===== src/inc/rsi_pkg.sv =====
package rsi_pkg;
    // ************************************************************
    // Register map
    // ************************************************************
    localparam logic [11:0] RSI_CTRL_OFS = 12'h000;
    localparam logic [11:0] RSI_STAT_OFS = 12'h004;
    localparam logic [11:0] RSI_WARN_OFS = 12'h008;
    localparam logic [11:0] RSI_CFG_OFS = 12'h00C;
    localparam logic [11:0] RSI_DIAG_OFS = 12'h010;

    // CTRL fields
    localparam int RSI_CTRL_STOP_REQ = 0;
    localparam int RSI_CTRL_INHIBIT = 1;
    localparam int RSI_CTRL_NOTIFY_EN = 2;
    localparam int RSI_CTRL_ERR_CLR = 3;
    // CFG fields
    localparam int RSI_CFG_WL_SEL = 0;
    localparam int RSI_CFG_LOAD = 1;
    // WARN fields
    localparam int RSI_WARN_SRAM = 0;
    localparam int RSI_WARN_BATT = 1;
    localparam int RSI_WARN_DATE = 2;

    localparam logic [31:0] RSI_CTRL_RST = 32'h0000_0000;
    localparam logic RSI_WL_EN_RST = 1'b1;

    // ************************************************************
    // Timing
    // ************************************************************
    localparam int RSI_CLK_HZ = 100_000_000;
    localparam int RSI_INIT_S = 11;
    localparam longint RSI_INIT_CYC = longint'(RSI_INIT_S) * RSI_CLK_HZ;
    localparam int RSI_BLINK_MS = 250;
    localparam int RSI_BLINK_CYC = RSI_BLINK_MS * (RSI_CLK_HZ / 1000);
    localparam int RSI_FAST_MS = 50;
    localparam int RSI_FAST_CYC = RSI_FAST_MS * (RSI_CLK_HZ / 1000);
    localparam logic [3:0] RSI_PAIR_BLINKS = 4'h8;
    localparam int RSI_SWSTOP_INIT = 1;

    typedef enum logic [2:0]
    {
        RSI_ST_STOP = 3'b001,
        RSI_ST_RUN = 3'b010,
        RSI_ST_LOCK = 3'b100
    } rsi_mode_t;
endpackage : rsi_pkg


===== src/design/rsi_blink.sv =====
// Blink source: free square wave, or a counted burst of pulses
module rsi_blink
#(
    parameter int HALF_CYC = 25_000_000,
    parameter int BURST_W = 4
)
(
    input wire logic sys_clk,
    input wire logic arst_n,
    input wire logic burst_start,
    input wire logic [BURST_W-1:0] burst_len,
    output logic wave,
    output logic burst_out
);
    import rsi_pkg::*;

    initial
    begin
        if (HALF_CYC < 1) $error("HALF_CYC must be positive");
    end

    logic [31:0] cnt;
    logic [BURST_W:0] edges;

    // Half-period divider driving the wave
    always_ff @(posedge sys_clk or negedge arst_n)
    begin
        if (!arst_n)
        begin
            cnt <= 32'h0000_0000;
            wave <= 1'b0;
        end
        else if (cnt >= 32'(HALF_CYC - 1))
        begin
            cnt <= 32'h0000_0000;
            wave <= !wave;
        end
        else
        begin
            cnt <= cnt + 32'h0000_0001;
        end
    end

    // Burst counts half periods: two per pulse, then stays off
    always_ff @(posedge sys_clk or negedge arst_n)
    begin
        if (!arst_n)
        begin
            edges <= '0;
            burst_out <= 1'b0;
        end
        else if (burst_start)
        begin
            edges <= {burst_len, 1'b0};
            burst_out <= 1'b1;
        end
        else if (edges != '0 && cnt >= 32'(HALF_CYC - 1))
        begin
            edges <= edges - 1'b1;
            burst_out <= (edges > 1) ? !burst_out : 1'b0;
        end
    end
endmodule : rsi_blink


===== src/design/rsi_top.sv =====
// Contract
// - Diagnostics are sampled once per scan and folded into status
// - Power lamp steady on with good supply, off without power
// - Power lamp blinks in bus-powered low-power mode or weak supply
// - Run lamp on in run mode, off in stop mode
// - Run lamp blinks at most 11 s during analog module init
// - Fault lamp on for error, blinks for warning, else off
// - Error in run mode forces stop mode automatically
// - Stop mode forces every output off
// - Error in stop mode blocks run until cleared
// - Warnings never cause or block mode changes
// - Each warning readable as a control bit by the program
// - Warnings: lost memory, low battery, replacement date if enabled
// - Switch stop then run re-enters run if no error
// - Power-up with switch at stop starts in stop mode
// - Refused pairing request blinks wireless lamp 8 times fast
// - Wireless on at factory default, disabled by config at run entry
// - Config loaded in stop takes effect at next run entry
module rsi_top
#(
    parameter longint INIT_CYC = rsi_pkg::RSI_INIT_CYC,
    parameter int BLINK_CYC = rsi_pkg::RSI_BLINK_CYC,
    parameter int FAST_CYC = rsi_pkg::RSI_FAST_CYC,
    parameter int OUT_W = 8
)
(
    input wire logic sys_clk,
    input wire logic arst_n,
    // APB slave
    input wire logic psel,
    input wire logic penable,
    input wire logic pwrite,
    input wire logic [11:0] paddr,
    input wire logic [31:0] pwdata,
    output logic [31:0] prdata,
    output logic pready,
    output logic pslverr,
    // Switch, supply and diagnostic sources
    input wire logic run_switch,
    input wire logic scan_tick,
    input wire logic err_src,
    input wire logic supply_ok,
    input wire logic supply_present,
    input wire logic bus_power_only,
    input wire logic analog_present,
    input wire logic analog_ready,
    input wire logic sram_lost,
    input wire logic batt_low,
    input wire logic batt_date_passed,
    input wire logic pair_req,
    input wire logic [OUT_W-1:0] out_req,
    // Lamps and outputs
    output logic power_indicator,
    output logic run_indicator,
    output logic fault_indicator,
    output logic wireless_indicator,
    output logic wireless_en,
    output logic [OUT_W-1:0] outputs
);
    import rsi_pkg::*;

    initial
    begin
        if (OUT_W < 1 || OUT_W > 32) $error("OUT_W out of range");
        if (INIT_CYC < 1) $error("INIT_CYC must be positive");
    end

    // ************************************************************
    // State
    // ************************************************************
    rsi_mode_t mode;
    rsi_mode_t next_mode;
    logic err_act;
    logic [2:0] warn;
    logic stop_req;
    logic inhibit;
    logic notify_en;
    logic cfg_wl_sel;
    logic cfg_pend;
    logic sw_prev;
    logic started;
    logic [63:0] init_cnt;
    logic init_blink;
    logic init_fault;
    logic wave;
    logic burst;
    logic burst_start;
    logic pair_prev;
    logic wr;
    logic rd;
    logic err_clr;

    assign wr = psel && penable && pwrite;
    assign rd = psel && penable && !pwrite;
    assign err_clr = wr && paddr == RSI_CTRL_OFS && pwdata[RSI_CTRL_ERR_CLR];

    // ************************************************************
    // Diagnostics
    // ************************************************************
    // Error latched per scan; a new error wins over software clear
    always_ff @(posedge sys_clk or negedge arst_n)
    begin
        if (!arst_n)
        begin
            err_act <= 1'b0;
        end
        else if (scan_tick && err_src)
            err_act <= 1'b1;
        else if (err_clr)
            err_act <= 1'b0;
    end

    // Warning bits refreshed once per scan
    always_ff @(posedge sys_clk or negedge arst_n)
    begin
        if (!arst_n)
        begin
            warn <= 3'h0;
        end
        else if (scan_tick)
        begin
            warn[RSI_WARN_SRAM] <= sram_lost;
            warn[RSI_WARN_BATT] <= batt_low;
            warn[RSI_WARN_DATE] <= batt_date_passed && notify_en;
        end
    end

    // ************************************************************
    // Mode machine
    // ************************************************************
    // Warnings are not consulted here at all
    always_comb
    begin
        next_mode = mode;
        unique case (mode)
            RSI_ST_STOP:
            begin
                if (err_act)
                    next_mode = RSI_ST_LOCK;
                else if (run_switch && (!sw_prev || !started) && !stop_req)
                    next_mode = RSI_ST_RUN;
            end
            RSI_ST_RUN:
            begin
                if (err_act)
                    next_mode = RSI_ST_LOCK;
                else if (!run_switch || stop_req)
                    next_mode = RSI_ST_STOP;
            end
            RSI_ST_LOCK:
            begin
                if (!err_act)
                    next_mode = RSI_ST_STOP;
            end
            default: next_mode = RSI_ST_STOP;
        endcase
    end

    // Mode register; power-up always in stop
    always_ff @(posedge sys_clk or negedge arst_n)
    begin
        if (!arst_n)
            mode <= RSI_ST_STOP;
        else
            mode <= next_mode;
    end

    // Switch history: first sample after reset is taken as the start level
    always_ff @(posedge sys_clk or negedge arst_n)
    begin
        if (!arst_n)
        begin
            sw_prev <= 1'b1;
            started <= 1'b0;
        end
        else
        begin
            sw_prev <= run_switch;
            // Once run or stop has been seen, only a lever cycle restarts
            started <= started || !run_switch || mode == RSI_ST_RUN;
        end
    end

    // ************************************************************
    // Configuration
    // ************************************************************
    // Wireless enable moves from staged config only at run entry
    always_ff @(posedge sys_clk or negedge arst_n)
    begin
        if (!arst_n)
        begin
            cfg_wl_sel <= 1'b0;
            cfg_pend <= 1'b0;
            wireless_en <= RSI_WL_EN_RST;
        end
        else
        begin
            if (wr && paddr == RSI_CFG_OFS && pwdata[RSI_CFG_LOAD])
            begin
                cfg_wl_sel <= pwdata[RSI_CFG_WL_SEL];
                cfg_pend <= 1'b1;
            end
            else if (cfg_pend && mode != RSI_ST_RUN && next_mode == RSI_ST_RUN)
            begin
                wireless_en <= cfg_wl_sel;
                cfg_pend <= 1'b0;
            end
        end
    end

    // Control register bits
    always_ff @(posedge sys_clk or negedge arst_n)
    begin
        if (!arst_n)
        begin
            stop_req <= RSI_CTRL_RST[RSI_CTRL_STOP_REQ];
            inhibit <= RSI_CTRL_RST[RSI_CTRL_INHIBIT];
            notify_en <= RSI_CTRL_RST[RSI_CTRL_NOTIFY_EN];
        end
        else if (wr && paddr == RSI_CTRL_OFS)
        begin
            stop_req <= pwdata[RSI_CTRL_STOP_REQ];
            inhibit <= pwdata[RSI_CTRL_INHIBIT];
            notify_en <= pwdata[RSI_CTRL_NOTIFY_EN];
        end
    end

    // ************************************************************
    // Indicators
    // ************************************************************
    rsi_blink #(
        .HALF_CYC(BLINK_CYC),
        .BURST_W(4)
    ) u_slow (
        .sys_clk(sys_clk),
        .arst_n(arst_n),
        .burst_start(1'b0),
        .burst_len(4'h0),
        .wave(wave),
        .burst_out()
    );

    rsi_blink #(
        .HALF_CYC(FAST_CYC),
        .BURST_W(4)
    ) u_fast (
        .sys_clk(sys_clk),
        .arst_n(arst_n),
        .burst_start(burst_start),
        .burst_len(RSI_PAIR_BLINKS),
        .wave(),
        .burst_out(burst)
    );

    // Refused pairing request starts the burst
    assign burst_start = pair_req && !pair_prev && (!wireless_en || inhibit);

    always_ff @(posedge sys_clk or negedge arst_n)
    begin
        if (!arst_n)
            pair_prev <= 1'b0;
        else
            pair_prev <= pair_req;
    end

    // Analog init window after power-up, bounded length
    always_ff @(posedge sys_clk or negedge arst_n)
    begin
        if (!arst_n)
        begin
            init_cnt <= 64'h0;
            init_blink <= 1'b0;
            init_fault <= 1'b0;
        end
        else if (analog_present && !analog_ready && !init_fault)
        begin
            init_blink <= 1'b1;
            if (init_cnt >= 64'(INIT_CYC - 1))
            begin
                init_fault <= 1'b1;
                init_blink <= 1'b0;
            end
            else
                init_cnt <= init_cnt + 64'h1;
        end
        else
            init_blink <= 1'b0;
    end

    // Lamp drivers
    always_ff @(posedge sys_clk or negedge arst_n)
    begin
        if (!arst_n)
        begin
            power_indicator <= 1'b0;
            run_indicator <= 1'b0;
            fault_indicator <= 1'b0;
            wireless_indicator <= 1'b0;
        end
        else
        begin
            // Off unpowered, blinking on weak or bus-only supply, else steady
            power_indicator <= (!supply_present && !bus_power_only) ? 1'b0
                : (bus_power_only || !supply_ok) ? wave : 1'b1;
            run_indicator <= init_blink ? wave : (mode == RSI_ST_RUN);
            // Error outranks warning
            fault_indicator <= (err_act || init_fault) ? 1'b1
                : (warn != 3'h0) ? wave : 1'b0;
            wireless_indicator <= burst;
        end
    end

    // Plant outputs: off whenever not running
    always_ff @(posedge sys_clk or negedge arst_n)
    begin
        if (!arst_n)
            outputs <= '0;
        else
            outputs <= (next_mode == RSI_ST_RUN) ? out_req : '0;
    end

    // ************************************************************
    // APB slave
    // ************************************************************
    // Zero-wait reads; unmapped addresses answer with an error
    always_ff @(posedge sys_clk or negedge arst_n)
    begin
        if (!arst_n)
        begin
            prdata <= 32'h0000_0000;
            pready <= 1'b0;
            pslverr <= 1'b0;
        end
        else
        begin
            pready <= psel && !penable;
            pslverr <= 1'b0;
            if (psel && !penable)
            begin
                prdata <= 32'h0000_0000;
                unique case (paddr)
                    RSI_CTRL_OFS: prdata <= {29'h0, notify_en, inhibit, stop_req};
                    RSI_STAT_OFS: prdata <= {26'h0, init_fault, wireless_en, cfg_pend,
                        err_act, mode == RSI_ST_LOCK, mode == RSI_ST_RUN};
                    RSI_WARN_OFS: prdata <= {29'h0, warn};
                    RSI_CFG_OFS: prdata <= {31'h0, cfg_wl_sel};
                    RSI_DIAG_OFS: prdata <= {28'h0, batt_date_passed, batt_low,
                        sram_lost, err_src};
                    default: pslverr <= 1'b1;
                endcase
            end
        end
    end
endmodule : rsi_top


===== config.mk =====
export PLATFORM = sky130hd
export DESIGN_NAME = rsi_top
export DESIGN_NICKNAME = d
export VERILOG_FILES = /design/src/inc/rsi_pkg.sv /design/src/design/rsi_blink.sv /design/src/design/rsi_top.sv
export SDC_FILE = /design/constraint.sdc
export NUM_CORES = 1
export LEC_CHECK = 0
export BUFFER_PORTS_ARGS = -buffer_cell sky130_fd_sc_hd__buf_2
export CORE_MARGIN = 1
export CORE_UTILIZATION = 41
export DETAILED_ROUTE_END_ITERATION = 10
export SYNTH_ARGS = -nofsm -noshare
export SYNTH_HDL_FRONTEND = slang
export SYNTH_SLANG_ARGS = --single-unit

===== constraint.sdc =====
create_clock -name sys_clk -period 2.05 [get_ports sys_clk]
set_input_delay 0.1025 -clock sys_clk [delete_from_list [all_inputs] [get_ports sys_clk]]
set_output_delay 0.1025 -clock sys_clk [all_outputs]
set_load 0.01 [all_outputs]

==> impl_metrics.tcl <==
set metrics [dict create \
    ios 116 \
    place_inst 1032 \
    final_cells 1093 \
    setup_viol 32 \
    fmax_ghz 0.444 \
    cts-root-buf "clkbuf_16" \
    fin_nets 926 \
    drt_iter0_drc 247 \
    via_per_inst 4.91 \
    synth.ff_latch_count 173 \
    synth_seq_area_share 0.573 \
    clk_path_buf_depth 2 \
    antennaDiodeCount 0 \
    p_per_area_nw_per_um2 779 \
    overflow 0 \
    first_global_vias 5422 \
    yosysTopAreaCell "dfrtp_1" \
    dieArea_um2 19000 \
    slew_viol_final 0 \
    first_pass_iters 4 \
    die_h_um 138 \
    required_ns 2.40 \
    portBuffers 61 \
    synth_edf_count 0 \
    ys_types 59 \
    maxCapViolCount 0 \
    synth_area_leaders "dfrtp_1 56%, xor2_1 5.3%, nor2_1 4.7%" \
    synthToLayoutAreaGrowth_pct 28.4 \
    clk_latency_ns 0.43 \
    cts_buffers 17 \
    clk_pin_slew_worst_paths_ns 0.06 \
    grt_max_degree 48 \
    synthArstFlopShare 1.00 \
    crit_path_start_kind "register" \
    vias 5368 \
    rows 49 \
    htreeDepth 4 \
    period_minus_slack_ns 2.25 \
    final_common_cell "dfrtp_1" \
    finClkSkew_ns 0.00727 \
    core_um2 18000 \
    utilization 0.539 \
    relSlewSlack 0.633 \
    clkSinkCount 173 \
    syn_area_um2 7570 \
    yosysWarnings 0 \
    antenna_found_initial 0 \
    setup_ws_ns -0.200 \
    grt_pass1_wl_um 25000 \
    finalHoldViolCount 0 \
    syn_inst 710 \
    outcome "finished with violations" \
    p_leak_nw 4.65 \
    cp_max_fo 7 \
    hold_path_class "in2reg" \
    rsz0062_at_grt "true" \
    synth_top_cell_area_share 0.562 \
    cts_tree "yes" \
    dp_hpwl_um 10400 \
    worst_pin_slew_ns 0.551 \
    endpoint_kind "register" \
    power_mw 7.57 \
    drive_gt1_frac 0.269 \
    drt-wirelength-per-cell_um 13.8 \
    globalplace.congestion 0.800 \
    start_util 0.420 \
    ys.flop_type "dfrtp_1" \
    final_cell_mix "170 x dfrtp_1, 91 x nor2_1, 62 x buf_4" \
    vdd_drop_max_mv 0.597 \
    grt_use_total 0.170 \
    crit_arrival_ns 2.60 \
    setup_tns_ns -4.15 \
    drtAntennaViolNets 0 \
    fin_crit_sh 1.10 \
    syn-mean-instance-area_um2 10.7 \
    drc 0 \
    die_w_um 138 \
    fillers 1508 \
    wirelength_um 15100 \
    worstSetupPathType "reg2reg" \
    violations "negative setup slack" \
]
-- logic make-up after synthesis --
group / after synthesis / share of synthesized area
AO/OA/AOI/OAI: 53 / 0.0509
XOR/XNOR: 73 / 0.0845
adder cells (fa/ha/maj): 6 / 0.00992
buffers and inverters: 97 / 0.0617
flip-flops: 173 / 0.573
multiplexers: 13 / 0.0188
other: 1 / 0.000496
AND/OR/NAND/NOR: 294 / 0.201
-- report_power, final --
group	switching [mW]	total, mW	internal [mW]
clock	1.30	3.25	1.95
combinational	0.348	0.661	0.313
sequential	0.113	3.66	3.54
-- worst paths after layout --
path | from | slack [ns] | to | cells after the start
min in group asynchronous | arst_n | 0.16 | u_fast.cnt[4]$_DFF_PN0_ | 2
setup reg to reg | init_cnt[25]$_DFFE_PN0P_ | -0.20 | init_cnt[9]$_DFFE_PN0P_ | 7
setup / recovery | init_cnt[25]$_DFFE_PN0P_ | -0.20 | init_cnt[9]$_DFFE_PN0P_ | 7
max in group asynchronous | arst_n | 1.15 | mode[0]$_DFF_PN1_ | 3
hold / removal | analog_ready | 0.02 | init_fault$_DFFE_PN0P_ | 3
hold reg to reg | init_cnt[33]$_DFFE_PN0P_ | 0.38 | init_cnt[33]$_DFFE_PN0P_ | 0
-- worst max-delay path, cell delays in order, from the launching register on --
cell and delay (ns):
dfrtp_1 0.37, or4_4 0.53, nand3b_4 0.18, a221oi_4 0.25, nand4b_1 0.24, buf_6 0.24
nor3_4 0.17, xor2_1 0.17
-- synthesized netlist by cell type, types with 8 or more instances --
cell type and count:
dfrtp_1 170, nor2_1 94, nand2_1 54, xor2_1 46, clkbuf_1 45, nand3_1 28, buf_4 27, xnor2_1 27
inv_1 22, nor3_1 21, nor4_1 14, nand4_1 13, and2_1 10, and3_1 10, o21ai_0 10, mux2_2 9
nor2b_1 8, nor4_2 8
-- area by class of cell --
cell class,count,area (µm²),area share
Clock buffer,22,454,0.0468
Multi-Input combinational cell,481,3280,0.338
Sequential cell,173,4330,0.446
Tap cell,229,287,0.0295
Timing Repair Buffer,156,1140,0.117
Inverter,22,82.6,0.00850
Clock inverter,10,139,0.0143
-- metal layers --
metal  wire length [µm]  vias to the layer above  global-route usage
li1                   -                     2598                   -
met1               6710                     2651               0.212
met2               7600                       99               0.285
met3                577                       20              0.0420
met4                229                        0              0.0592
met5                  0                        -                   0
-- what timing repair did --
action / 4_1_cts / 5_1_grt
gates cloned: 1 / 0
setup buffers: 2 / 4
pin swaps: 13 / 15
endpoints found under the hold margin: 123 / 0
hold buffers: 23 / 0
gates resized for setup: 36 / 20
setup endpoints to repair: 37 / 61
-- sequential cells by signal (all words and copies together) (netlist names), 3 cells and up --
signal / count
u_fast.edges: 5
warn: 3
prdata: 6
u_slow.cnt: 32
u_fast.cnt: 32
init_cnt: 64
outputs: 8
mode: 3
-- through the flow --
step / hold WS, ns / setup slack (ns) / area (µm²)
after global routing: 0.0207 / -0.356 / 9710
after detailed placement: 0.0525 / -0.206 / 8580
after floorplan: -0.193 / -0.0859 / 7870
final: 0.0221 / -0.200 / 9710
after global placement: 0.0429 / -0.112 / 8580
after CTS: 0.00999 / -0.196 / 9580
Note: power is estimated with default switching activity, not from simulation.
